$ cat src/rtl/flash_port_pkg.sv
// constants, carrier structs and state types for the isa flash pointer port
package flash_port_pkg;

   // -----------------------------------------------------------------
   // widths
   // -----------------------------------------------------------------
   localparam int ISA_ADDR_W   = 20;   // sa[19:0]
   localparam int DATA_W       = 16;   // sd[15:0]
   localparam int PTR_LOW_W    = 16;   // word address bits 16..1
   localparam int PTR_HIGH_W   = 4;    // word address bits 20..17
   localparam int FLASH_ADDR_W = 20;   // word address bits 20..1, 2 Mbyte
   localparam int BOOT_ADDR_W  = 15;   // 32 Kbyte window
   localparam int BOOT_DATA_W  = 8;    // byte-wide boot path
   localparam int TIMER_W      = 6;    // write pulse counter

   // -----------------------------------------------------------------
   // i/o space map (byte addresses)
   // -----------------------------------------------------------------
   localparam logic [15:0] IO_BASE        = 16'h0300;
   localparam logic [15:0] IO_LAST        = 16'h0307;
   localparam logic [15:0] PTR_LOW_ADDR   = 16'h0300;  // flash_pointer_low, wo
   localparam logic [15:0] PTR_HIGH_ADDR  = 16'h0302;  // flash_pointer_high, wo
   localparam logic [15:0] WORD_PORT_ADDR = 16'h0304;  // flash_word_port, rw
   localparam int          IO_DEC_LSB     = 3;         // eight-byte block
   localparam int          IO_REG_LSB     = 1;         // word-wide registers

   // -----------------------------------------------------------------
   // memory space map
   // -----------------------------------------------------------------
   localparam logic [19:0] BOOT_BASE = 20'hC8000;
   localparam logic [19:0] BOOT_LAST = 20'hCFFFF;

   // -----------------------------------------------------------------
   // reset and fill values
   // -----------------------------------------------------------------
   localparam logic [15:0] PTR_LOW_RST  = 16'h0000;
   localparam logic [3:0]  PTR_HIGH_RST = 4'h0;
   localparam logic [15:0] READ_FILL    = 16'h0000;   // unreadable locations
   localparam logic [7:0]  BOOT_HI_FILL = 8'h00;      // upper lane on byte reads

   // -----------------------------------------------------------------
   // flash write strobe timing
   // -----------------------------------------------------------------
   localparam int SYS_CLK_MHZ  = 200;
   localparam int WE_LOW_NS    = 100;   // least write-enable low time
   localparam int WE_HOLD_NS   = 50;    // least data hold after we rises
   localparam int WE_LOW_CYC   = (WE_LOW_NS * SYS_CLK_MHZ + 999) / 1000;
   localparam int WE_HOLD_CYC  = (WE_HOLD_NS * SYS_CLK_MHZ + 999) / 1000;
   localparam logic [TIMER_W-1:0] WE_LOW_LOAD  = TIMER_W'(WE_LOW_CYC);
   localparam logic [TIMER_W-1:0] WE_HOLD_LOAD = TIMER_W'(WE_HOLD_CYC);

   // -----------------------------------------------------------------
   // carriers
   // -----------------------------------------------------------------
   typedef struct packed {
      logic [ISA_ADDR_W-1:0] sa;       // system address
      logic                  aen;      // dma address enable, high = dma
      logic                  ior_n;    // i/o read strobe
      logic                  iow_n;    // i/o write strobe
      logic                  memr_n;   // memory read strobe
   } isa_ctl_t;

   typedef struct packed {
      logic [FLASH_ADDR_W-1:0] addr;   // word address a20..a1
      logic                    ce_n;
      logic                    oe_n;
      logic                    we_n;
   } flash_ctl_t;

   typedef enum logic [1:0] {W_IDLE, W_LOW, W_HOLD} wr_phase_t;

   typedef struct packed {
      isa_ctl_t               prev;       // last synced strobes
      logic                   wr_hit;     // write strobe open on our block
      logic [15:0]            waddr;      // address seen during write
      logic [DATA_W-1:0]      wdata;      // data seen during write
      logic [PTR_LOW_W-1:0]   ptr_low;
      logic [PTR_HIGH_W-1:0]  ptr_high;
      wr_phase_t              phase;
      flash_ctl_t             flash;
      logic [DATA_W-1:0]      dq_out;
      logic                   dq_oe;
      logic [DATA_W-1:0]      sd_out;
      logic                   sd_oe;
      logic                   iocs16_out;
      logic                   iocs16_oe;
      logic [BOOT_ADDR_W-1:0] boot_addr;
      logic                   boot_oe_n;
      logic                   vpp_en;
   } port_state_t;

endpackage : flash_port_pkg

$ cat src/rtl/pin_sync.sv
// two-flop synchroniser for a group of pins
`timescale 1ns/10ps
`default_nettype none

module pin_sync #(
   parameter int W = 1
) (
   // clock and reset
   input  wire logic         sys_clk,
   input  wire logic         rst_n,
   // raw and synced level
   input  wire logic [W-1:0] pin,
   output logic      [W-1:0] synced
);

   // -----------------------------------------------------------------
   // state
   // -----------------------------------------------------------------
   typedef struct packed {
      logic [W-1:0] meta;   // first stage, read only by the second
      logic [W-1:0] sync;   // second stage, safe to use
   } sync_state_t;

   sync_state_t st;        // registered copy
   sync_state_t next_st;   // next value

   // shift the pins one stage per clock
   always_comb begin
      next_st      = st;
      next_st.meta = pin;
      next_st.sync = st.meta;
   end

   // register; multi-bit groups may skew by a cycle, users wait it out
   always_ff @(posedge sys_clk or negedge rst_n) begin
      if (!rst_n) begin
         st <= '0;
      end else begin
         st <= next_st;
      end
   end

   assign synced = st.sync;

endmodule // pin_sync
`default_nettype wire

$ cat src/rtl/pulse_timer.sv
// loadable down counter that marks the end of a timed interval
`timescale 1ns/10ps
`default_nettype none

module pulse_timer #(
   parameter int W = 6
) (
   // clock and reset
   input  wire logic         sys_clk,
   input  wire logic         rst_n,
   // control
   input  wire logic         start,
   input  wire logic [W-1:0] load,
   // status
   output logic              done
);

   // -----------------------------------------------------------------
   // state
   // -----------------------------------------------------------------
   typedef struct packed {
      logic [W-1:0] cnt;    // cycles left
      logic         done;   // one-cycle end mark
   } timer_state_t;

   timer_state_t st;
   timer_state_t next_st;

   // count down, flag the step from one to zero
   always_comb begin
      next_st      = st;
      next_st.done = 1'b0;
      if (start) begin
         next_st.cnt = load;
      end else if (st.cnt != '0) begin
         next_st.cnt  = st.cnt - W'(1);
         next_st.done = (st.cnt == W'(1));
      end
   end

   always_ff @(posedge sys_clk or negedge rst_n) begin
      if (!rst_n) begin
         st <= '0;
      end else begin
         st <= next_st;
      end
   end

   assign done = st.done;

endmodule // pulse_timer
`default_nettype wire

$ cat src/rtl/isa_flash_pointer_port.sv
// isa slave giving pointer-indexed access to bulk flash and a boot window
`timescale 1ns/10ps
`default_nettype none

// Functional notes
// - respond only to i/o 0300h to 0307h
// - boot window C8000h-CFFFFh, byte reads, writes ignored
// - 16-bit cycle flagged for 0300h, 0302h, 0304h
// - upper pointer keeps four bits, a20..a17
// - no wait states, cycles never stretched
// - lower pointer write-only, holds a16..a1
// - data port reads/writes flash word at pointer
// - flash only through i/o, 20-bit word pointer
// - no strap, no bulk writes; boot never programmed
module isa_flash_pointer_port (
   // clock and reset
   input  wire logic                                    sys_clk,
   input  wire logic                                    rst_n,
   // isa bus control and address (asynchronous pins)
   input  wire flash_port_pkg::isa_ctl_t                isa_ctl,
   // isa data bus
   input  wire logic [flash_port_pkg::DATA_W-1:0]       sd_in,
   output logic      [flash_port_pkg::DATA_W-1:0]       sd_out,
   output logic                                         sd_oe,
   // isa 16-bit i/o select, open drain
   output logic                                         iocs16_n_out,
   output logic                                         iocs16_oe,
   // bulk flash array
   output flash_port_pkg::flash_ctl_t                   flash_ctl,
   input  wire logic [flash_port_pkg::DATA_W-1:0]       flash_dq_in,
   output logic      [flash_port_pkg::DATA_W-1:0]       flash_dq_out,
   output logic                                         flash_dq_oe,
   // boot firmware store, read only
   output logic      [flash_port_pkg::BOOT_ADDR_W-1:0]  boot_addr,
   output logic                                         boot_oe_n,
   input  wire logic [flash_port_pkg::BOOT_DATA_W-1:0]  boot_data_in,
   // programming voltage strap and switch to the bulk array only
   input  wire logic                                    vpp_strap,
   output logic                                         bulk_vpp_en
);
   import flash_port_pkg::*;

   // -----------------------------------------------------------------
   // declarations
   // -----------------------------------------------------------------
   port_state_t             st;          // all registered state
   port_state_t             next_st;     // its next value
   isa_ctl_t                isa;         // synced bus control
   logic [DATA_W-1:0]       sd_sync;     // synced host data
   logic [DATA_W-1:0]       dq_sync;     // synced flash data
   logic [BOOT_DATA_W-1:0]  boot_sync;   // synced boot data
   logic                    vpp_sync;    // synced strap level
   logic                    tmr_start;   // load the write timer
   logic [TIMER_W-1:0]      tmr_load;    // interval to load
   logic                    tmr_done;    // interval over
   logic                    io_hit;      // address inside our block
   logic                    word_reg;    // one of the three word locations
   logic                    io_rd;       // i/o read on our block
   logic                    io_wr;       // i/o write on our block
   logic                    mem_hit;     // boot window read
   logic                    wr_end;      // write strobe just released
   logic                    port_rd;     // data port read

   // -----------------------------------------------------------------
   // input synchronisers
   // -----------------------------------------------------------------
   // all pins are asynchronous
   pin_sync #(.W($bits(isa_ctl_t))) u_sync_ctl (
      .sys_clk (sys_clk),
      .rst_n   (rst_n),
      .pin     (isa_ctl),
      .synced  (isa)
   );

   pin_sync #(.W(DATA_W)) u_sync_sd (
      .sys_clk (sys_clk),
      .rst_n   (rst_n),
      .pin     (sd_in),
      .synced  (sd_sync)
   );

   pin_sync #(.W(DATA_W)) u_sync_dq (
      .sys_clk (sys_clk),
      .rst_n   (rst_n),
      .pin     (flash_dq_in),
      .synced  (dq_sync)
   );

   pin_sync #(.W(BOOT_DATA_W)) u_sync_boot (
      .sys_clk (sys_clk),
      .rst_n   (rst_n),
      .pin     (boot_data_in),
      .synced  (boot_sync)
   );

   pin_sync #(.W(1)) u_sync_vpp (
      .sys_clk (sys_clk),
      .rst_n   (rst_n),
      .pin     (vpp_strap),
      .synced  (vpp_sync)
   );

   // -----------------------------------------------------------------
   // flash write strobe timer
   // -----------------------------------------------------------------
   pulse_timer #(.W(TIMER_W)) u_we_timer (
      .sys_clk (sys_clk),
      .rst_n   (rst_n),
      .start   (tmr_start),
      .load    (tmr_load),
      .done    (tmr_done)
   );

   // -----------------------------------------------------------------
   // address decode
   // -----------------------------------------------------------------
   // dma cycles carry aen high and are never ours on i/o; the boot window read decode ignores aen
   always_comb begin
      io_hit   = !isa.aen
                 && (isa.sa[15:IO_DEC_LSB] == IO_BASE[15:IO_DEC_LSB]);
      // the last word of the block is decoded but is not a 16-bit location
      word_reg = io_hit
                 && (isa.sa[15:IO_REG_LSB] != IO_LAST[15:IO_REG_LSB]);
      io_rd    = io_hit && !isa.ior_n;
      io_wr    = io_hit && !isa.iow_n;
      // only memory reads are decoded, so writes to the window fall away
      mem_hit  = !isa.memr_n
                 && (isa.sa[19:BOOT_ADDR_W] == BOOT_BASE[19:BOOT_ADDR_W]);
      port_rd  = io_rd
                 && (isa.sa[15:IO_REG_LSB] == WORD_PORT_ADDR[15:IO_REG_LSB]);
      wr_end   = st.wr_hit && !st.prev.iow_n && isa.iow_n;
   end

   // -----------------------------------------------------------------
   // next state
   // -----------------------------------------------------------------
   always_comb begin
      next_st      = st;
      tmr_start    = 1'b0;
      tmr_load     = WE_LOW_LOAD;
      next_st.prev = isa;

      // 16-bit select follows the address alone, no strobe needed
      next_st.iocs16_oe  = word_reg;
      next_st.iocs16_out = 1'b0;

      // the strap feeds the bulk array only; no path exists to boot store
      next_st.vpp_en = vpp_sync;

      // track the open write strobe; data is final just before release
      if (io_wr) begin
         next_st.wr_hit = 1'b1;
         next_st.waddr  = isa.sa[15:0];
         next_st.wdata  = sd_sync;
      end else if (wr_end || isa.iow_n) begin
         next_st.wr_hit = 1'b0;
      end

      // commit the write on strobe release; no ready is ever pulled
      if (wr_end) begin
         if (st.waddr[15:IO_REG_LSB] == PTR_LOW_ADDR[15:IO_REG_LSB]) begin
            next_st.ptr_low = st.wdata;
         end else if (st.waddr[15:IO_REG_LSB] == PTR_HIGH_ADDR[15:IO_REG_LSB]) begin
            // upper twelve bits of the word are discarded
            next_st.ptr_high = st.wdata[PTR_HIGH_W-1:0];
         end else if (st.waddr[15:IO_REG_LSB] == WORD_PORT_ADDR[15:IO_REG_LSB]) begin
            // word goes out verbatim, command words included
            if (vpp_sync && (st.phase == W_IDLE)) begin
               next_st.phase  = W_LOW;
               next_st.dq_out = st.wdata;
               tmr_start      = 1'b1;
               tmr_load       = WE_LOW_LOAD;
            end
         end
      end

      // address straight from the pointer
      next_st.flash.addr = {next_st.ptr_high, next_st.ptr_low};

      // write pulse sequencer
      case (st.phase)
         W_IDLE: begin
            // array enabled only for data port reads and for the start of a write pulse
            next_st.dq_oe      = 1'b0;
            next_st.flash.we_n = 1'b1;
            next_st.flash.ce_n = !port_rd;
            next_st.flash.oe_n = !port_rd;
            if (next_st.phase == W_LOW) begin
               next_st.flash.ce_n = 1'b0;
               next_st.flash.oe_n = 1'b1;
               next_st.flash.we_n = 1'b0;
               next_st.dq_oe      = 1'b1;
            end
         end
         W_LOW: begin
            // write enable low for the timed interval
            if (tmr_done) begin
               next_st.phase      = W_HOLD;
               next_st.flash.we_n = 1'b1;
               tmr_start          = 1'b1;
               tmr_load           = WE_HOLD_LOAD;
            end
         end
         W_HOLD: begin
            // data held past the rising edge, then bus released
            if (tmr_done) begin
               next_st.phase      = W_IDLE;
               next_st.dq_oe      = 1'b0;
               next_st.flash.ce_n = 1'b1;
            end
         end
         default: begin
            next_st.phase = W_IDLE;
         end
      endcase

      // read data path, live while the strobe is low
      next_st.sd_oe  = io_rd || mem_hit;
      next_st.sd_out = READ_FILL;
      if (mem_hit) begin
         // byte-wide window
         next_st.sd_out = {BOOT_HI_FILL, boot_sync};
      end else if (port_rd) begin
         next_st.sd_out = dq_sync;
      end

      // boot store addressing, enabled only on a window read
      next_st.boot_addr = isa.sa[BOOT_ADDR_W-1:0];
      next_st.boot_oe_n = !mem_hit;
   end

   // -----------------------------------------------------------------
   // state register
   // -----------------------------------------------------------------
   // flash strobes idle high and the pointer clears at reset
   always_ff @(posedge sys_clk or negedge rst_n) begin
      if (!rst_n) begin
         st                <= '0;
         st.prev.ior_n     <= 1'b1;
         st.prev.iow_n     <= 1'b1;
         st.prev.memr_n    <= 1'b1;
         st.ptr_low        <= PTR_LOW_RST;
         st.ptr_high       <= PTR_HIGH_RST;
         st.phase          <= W_IDLE;
         st.flash.ce_n     <= 1'b1;
         st.flash.oe_n     <= 1'b1;
         st.flash.we_n     <= 1'b1;
         st.boot_oe_n      <= 1'b1;
      end else begin
         st <= next_st;
      end
   end

   // -----------------------------------------------------------------
   // outputs, all from the state register
   // -----------------------------------------------------------------
   assign sd_out       = st.sd_out;
   assign sd_oe        = st.sd_oe;
   assign iocs16_n_out = st.iocs16_out;
   assign iocs16_oe    = st.iocs16_oe;
   assign flash_ctl    = st.flash;
   assign flash_dq_out = st.dq_out;
   assign flash_dq_oe  = st.dq_oe;
   assign boot_addr    = st.boot_addr;
   assign boot_oe_n    = st.boot_oe_n;
   assign bulk_vpp_en  = st.vpp_en;

endmodule // isa_flash_pointer_port
`default_nettype wire

$ cat config.mk
export PLATFORM = sky130hd
export DESIGN_NAME = isa_flash_pointer_port
export DESIGN_NICKNAME = d
export VERILOG_FILES = /design/src/rtl/flash_port_pkg.sv /design/src/rtl/pin_sync.sv /design/src/rtl/pulse_timer.sv /design/src/rtl/isa_flash_pointer_port.sv
export SDC_FILE = /design/constraint.sdc
export NUM_CORES = 1
export LEC_CHECK = 0
export BUFFER_PORTS_ARGS = -buffer_cell sky130_fd_sc_hd__buf_2
export CORE_MARGIN = 2
export CORE_UTILIZATION = 59
export DETAILED_ROUTE_END_ITERATION = 8
export PLACE_DENSITY_LB_ADDON = 0.3
export SYNTH_ARGS = -nofsm -noshare
export SYNTH_HDL_FRONTEND = slang
export SYNTH_HIERARCHICAL = 1
export SYNTH_SLANG_ARGS = --single-unit
$ cat constraint.sdc
create_clock -name sys_clk -period 5.26 [get_ports sys_clk]
set_input_delay 0 -clock sys_clk [delete_from_list [all_inputs] [get_ports sys_clk]]
set_output_delay 0 -clock sys_clk [all_outputs]
set_load 0.005 [all_outputs]
==> out/results.ini, run 1 <==
[run_status]
status = finished clean

[cells_and_area]
final_cell_mix = dfrtp_1 (242), buf_2 (140), dlygate4sd3_1 (66)
final_common_cell = dfrtp_1
drive_gt1_frac = 0.3735
antennaDiodeCount = 0
nets = 720
area_growth_pct = 21.61

[floorplan]
fp.dieArea_mm2 = 0.01483
dieHeight_um = 121.8
core_mm2 = 0.01372
chipWidth_um = 121.8
start_util = 0.5964
ios = 143
rows = 43

[route]
vias = 4208
detail_route.drc_violations = 0
drt-total-wl_um = 15040
ant_nets = 0
drtPass1Iterations = 4
vias_per_cell = 4.986
first_iter_violations = 238
route.detailed.wl_per_inst_um = 17.81

[power_and_ir_drop]
seq_power_share = 0.540
total_power_uw = 3666
leakagePower_uw = 0.005001
p_clk_frac = 0.430
p_comb_frac = 0.031
internal-power_uw = 2927
power.density_mw_per_mm2 = 368.4
swShare = 0.2016
switchingPower_uw = 739.3
vdd_drop_max_uv = 321.8

[worst_hold_path]
min_path_type = primary input to asynchronous set/reset pin

[placed_design]
hpwl_um = 8270
pre_cts_ws_ps = 2718
gp_congestion = 0.8410
io_buffers = 141

[grt]
grt_overflow = 0
grt_pass1_vias = 4596
antenna_found_initial = 0
grtUsageTotal = 0.2101
grt_start_max_net_pins = 114
grt_pass1_wl_um = 23580

[critical_path]
worstPathArrival_ps = 2870
worstPathRequired_ps = 5630
crit_type = flip-flop to flip-flop
worst_setup_path_start_kind = flip-flop
crit_path_end_kind = flip-flop
path_max_fanout = 21

[timing]
finalClockSkew_ps = 20.90
max_freq_ghz = 0.3991
setup_tns_ps = 0
slew_viol_final = 0
hold_violations = 0
fin_ws_ps = 2754
finalCritPeriodShare = 0.4764
finalSetupViolCount = 0
slew_headroom = 0.1952
worst_pin_slew_ps = 1205
rsz0062_at_grt = false
fin_crit_ps = 2506

[synthesis]
ys_ff_latch = 247
synth-seq-area-share = 0.7561
syn_area_mm2 = 0.008183
yosysUniqueCellTypes = 43
async_flop_share = 1.000
synth-edff-count = 0
yosys_most_used_dff = dfrtp_1
avgSynthCellArea_um2 = 16.63
yosysWarnings = 6
synthCells = 492

[clock_network]
clk_pin_slew_ps = 60
clk_latency_ps = 500
cts_sinks = 247
clock_path_buffers = 3
cts_made_buffers = 23
root_buffer = clkbuf_16
h-tree-depth = 1
cts_tree = yes
cts_resized = 0

[run]
drv_cap = 0

cell type report:
class / count / area [um^2]
timing repair buffer: 210 / 1399
inverter: 11 / 41.29
fill: 827 / 3769
tap: 180 / 225.2
multi-input combinational: 157 / 1380
clock buffer: 33 / 653.1
sequential: 247 / 6187
clock inverter: 6 / 65.06
worst paths after layout:
path,start,end,slack [ps],cells past startpoint
worst min register to register,u_sync_dq/next_st[3],u_sync_dq/synced[3],340,0
worst max register to register,st[127],u_we_timer/st[5],2750,6
worst max-delay path,st[127],u_we_timer/st[5],2750,6
worst min-delay path,rst_n,u_sync_dq/next_st[8],130,2
max in group asynchronous,rst_n,flash_ctl[13],3650,3
min in group sys_clk,flash_dq_in[9],u_sync_dq/next_st[9],140,2
synth_stat cells (all sizes together), types with 2 or more instances:
cell	count	area, um^2
o21ai	4	20.02
and2	8	50.05
a21oi	6	30.03
nor4	6	65.06
nor2b	13	81.33
nor2	9	33.78
nand2	6	22.52
a31oi	3	18.77
a22o	9	78.83
nor3	5	25.02
clkbuf	3	11.26
nor4b	3	26.28
or2	3	18.77
o31ai	3	22.52
nand4	3	25.02
buf	76	573.1
dfrtp	242	6056
xnor2	2	17.52
inv	11	41.29
dfstp	5	131.4
mux2	54	664.4
ha	3	37.54
logic make-up (layout without fill, tap and decap cells):
| kind of cell | Yosys count | count (layout) | synth area share |
|---|---|---|---|
| compound gates | 30 | 30 | 0.02707 |
| fa+ha+maj | 3 | 3 | 0.004588 |
| other cells | 1 | 3 | 0.0004583 |
| xor+xnor | 2 | 2 | 0.002141 |
| buf+inv | 90 | 260 | 0.07645 |
| mux | 54 | 54 | 0.08119 |
| simple gates | 65 | 65 | 0.05199 |
| flops | 247 | 247 | 0.7561 |
stage by stage:
step                      instance area, um^2  instances  hold WS (ps)    util
after floorplan                          8190        494        -295.6       -
after global placement                   8572        739         93.68  0.6248
after detailed placement                 8572        739         109.3  0.6248
after CTS                                9951        844         110.7  0.7253
after global routing                     9951        844         123.4  0.7253
final                                    9951        844         131.7  0.7253
worst max-delay path, cell delays in order (launching register included):
cell and delay [ps]:
dfrtp_1 370, nor4_1 280, nand4b_1 310, or3_4 600
nand2_1 400, nor2b_1 90, a221o_1 330
sequential cells by signal, summed over array words and instances (netlist names), 15 cells and up:
name,flops
boot_addr,15
flash_ctl,23
flash_dq_out,16
sd_out,16
st,35
u_sync_ctl/next_st,24
u_sync_ctl/synced,24
u_sync_dq/next_st,16
u_sync_dq/synced,16
u_sync_sd/next_st,16
u_sync_sd/synced,16
power by group through the flow:
stage                     clock network [uW]  registers [uW]  logic, uW
after floorplan                            0            2000       13.6
after global placement                     0            2010       73.3
after detailed placement                   0            2010       75.9
after CTS                               1600            1980        114
after global routing                    1700            1980        127
final                                   1570            1980        113
repair_timing:
action | 4_1_cts | 5_1_grt
buffers inserted | 0 | 0
hold buffers | 66 | 0
endpoints found under the setup margin | 0 | 0
endpoints found under the hold margin | 174 | 0
routing by layer:
layer | vias to the layer above | routed length (um) | GRT usage
met5 | - | 0 | 0
met4 | 0 | 389 | 0.07112
met2 | 128 | 8249 | 0.3837
met3 | 31 | 716 | 0.04073
met1 | 2172 | 5679 | 0.2497
li1 | 1877 | - | -
(Power assumes the default switching activity.)
==> inputs of run 2 (changes only) <==
--- a/config.mk
+++ b/config.mk
@@ -7,7 +7,7 @@
 export LEC_CHECK = 0
 export BUFFER_PORTS_ARGS = -buffer_cell sky130_fd_sc_hd__buf_2
 export CORE_MARGIN = 2
-export CORE_UTILIZATION = 59
+export CORE_UTILIZATION = 50
 export DETAILED_ROUTE_END_ITERATION = 8
 export PLACE_DENSITY_LB_ADDON = 0.3
 export SYNTH_ARGS = -nofsm -noshare
==> constraint.sdc (replaced) <==
create_clock -name sys_clk -period 2.2 [get_ports sys_clk]
set_input_delay 0 -clock sys_clk [delete_from_list [all_inputs] [get_ports sys_clk]]
set_output_delay 0 -clock sys_clk [all_outputs]
set_load 0.005 [all_outputs]
==> run 2 against run 1 <==
Effect of this change: design area is 2.7% higher; first-iteration DRC count is 47% lower; clock skew is 6.6 ps lower; sequential share of layout area is 1.6 points lower; combinational power is 140% higher; final cell count is 5.8% higher; non-clock buffer count is 11 higher; global-route usage is 4.6 points lower; critical path depth is 1 higher; total power is 150% higher; core utilization is 8.5 points lower; sequential cell count stayed put.
==> out/results.ini, run 2 (same netlist as run 1, synthesis figures left out) <==
[timing]
setup_tns_ps = 0
finalSetupViolCount = 0
max_freq_ghz = 0.4919
slew_viol_final = 0
fin_crit_ps = 2033
rsz0062_at_grt = false
finalClockSkew_ps = 14.34
worst_pin_slew_ps = 573.4
finalCritPeriodShare = 0.9240
slew_headroom = 0.6177
hold_violations = 0

[route]
first_iter_violations = 125
vias = 4158
drtPass1Iterations = 4
ant_nets = 0
detail_route.drc_violations = 0
route.detailed.wl_per_inst_um = 15.49
vias_per_cell = 4.656
drt-total-wl_um = 13830

[worst_hold_path]
min_path_type = primary input to asynchronous set/reset pin

[run]
drv_cap = 0

[clock_network]
root_buffer = clkbuf_16
clk_pin_slew_ps = 60
cts_sinks = 247
cts_setup_buffers = 0
clk_latency_ps = 500
clock_path_buffers = 3
cts_tree = yes
h-tree-depth = 1
cts_made_buffers = 24

[cells_and_area]
drive_gt1_frac = 0.3905
final_common_cell = dfrtp_1
fillCellCount = 1150
final_area_mm2 = 0.01021
largest_reg_flops = 35
max_flop_register = st
final_cell_mix = dfrtp_1 (242), buf_2 (140), dlygate4sd3_1 (66)
area_growth_pct = 24.83
nets = 732

[critical_path]
r2r_cells = 7
startpoint = st[126]
crit_path_end_kind = flip-flop
rr_endpoint = u_we_timer/st[2]
crit_type = flip-flop to flip-flop
r2r_slack_ps = 170
worst_setup_path_start_kind = flip-flop
worstPathRequired_ps = 2580
worstReg2RegStart = st[126]
path_max_fanout = 8
worstPathArrival_ps = 2410

[grt]
grt_pass1_wl_um = 22810
antenna_found_initial = 0
grt_pass1_vias = 4513
grt_start_max_net_pins = 80
grtUsageTotal = 0.1638
grt_overflow = 0

[floorplan]
ios = 143
rows = 46
start_util = 0.5133
fp.dieArea_mm2 = 0.01741
chipWidth_um = 131.9
dieHeight_um = 131.9
core_mm2 = 0.01594

[placed_design]
placed_cell_area_mm2 = 0.008750
io_buffers = 141
gp_congestion = 0.8443
hpwl_um = 8553

[run_status]
status = finished clean

[power_and_ir_drop]
power.density_mw_per_mm2 = 886.9
vdd_drop_max_uv = 566.0
leakagePower_uw = 0.005114

## run 2: cell types whose count changed in the layout (fill, tap and decap cells not counted), sizes merged
cell / before / now
bufinv: 1 / 2
diode: 0 / 1
clkbuf: 33 / 32
inv: 12 / 11
clkinv: 3 / 5
buf: 144 / 155
## run 2: worst max path at each step
stage / endpoint / slack, ps
global placement: u_we_timer/st[2] / 270
global route: u_we_timer/st[2] / 100
floorplan: u_we_timer/st[2] / 4
CTS: u_we_timer/st[2] / 170
finish: u_we_timer/st[2] / 170
detailed placement: u_we_timer/st[2] / 190
## run 2: layer usage
metal  vias to the layer above  GRT usage  wire (um)
met3                        37    0.03960        753
met4                         0    0.06703        429
met1                      2088     0.2094       5739
li1                       1908          -          -
met5                         -          0          0
met2                       125     0.2711       6906
## run 2: cell type report
class	count	area (um^2)	area share
Antenna cell	1	2.502	0.0002450
Clock buffer	32	701.9	0.06872
Clock inverter	8	100.1	0.009799
Inverter	11	41.29	0.004042
Multi-Input combinational cell	157	1380	0.1351
Sequential cell	247	6187	0.6057
Tap cell	216	270.3	0.02646
Timing Repair Buffer	221	1531	0.1499
## run 2: critical path: stages (launching register included)
cell and delay, ps:
dfrtp_1 390, nor4_2 310, nand4_2 150, or3_4 410, nand2_1 200, buf_4 190, a31oi_1 40, a22o_1 220
## run 2: timing repair
action                     4_1_cts  5_1_grt
setup endpoints to repair        0        0
gates resized for setup          0        0
hold endpoints to repair       203        0
hold buffers                    66        0
## run 2: report_power, final
group          switching [uW]  internal, uW  total (uW)
clock                    1590          2460        4060
combinational             130           144         273
sequential               45.1          4680        4730
## run 2: through the flow
stage                     power, uW  instances  setup WS (ps)  hold WS, ps    util
after floorplan                4826        494          3.781       -295.6       -
after global placement         4984        786          269.0        5.042  0.5488
after detailed placement       4998        786          192.9        13.31  0.5488
after CTS                      9168        892          171.6        89.88  0.6406
after global routing           9431        892          97.37        123.1  0.6406
final                          9060        893          167.1        69.95  0.6407
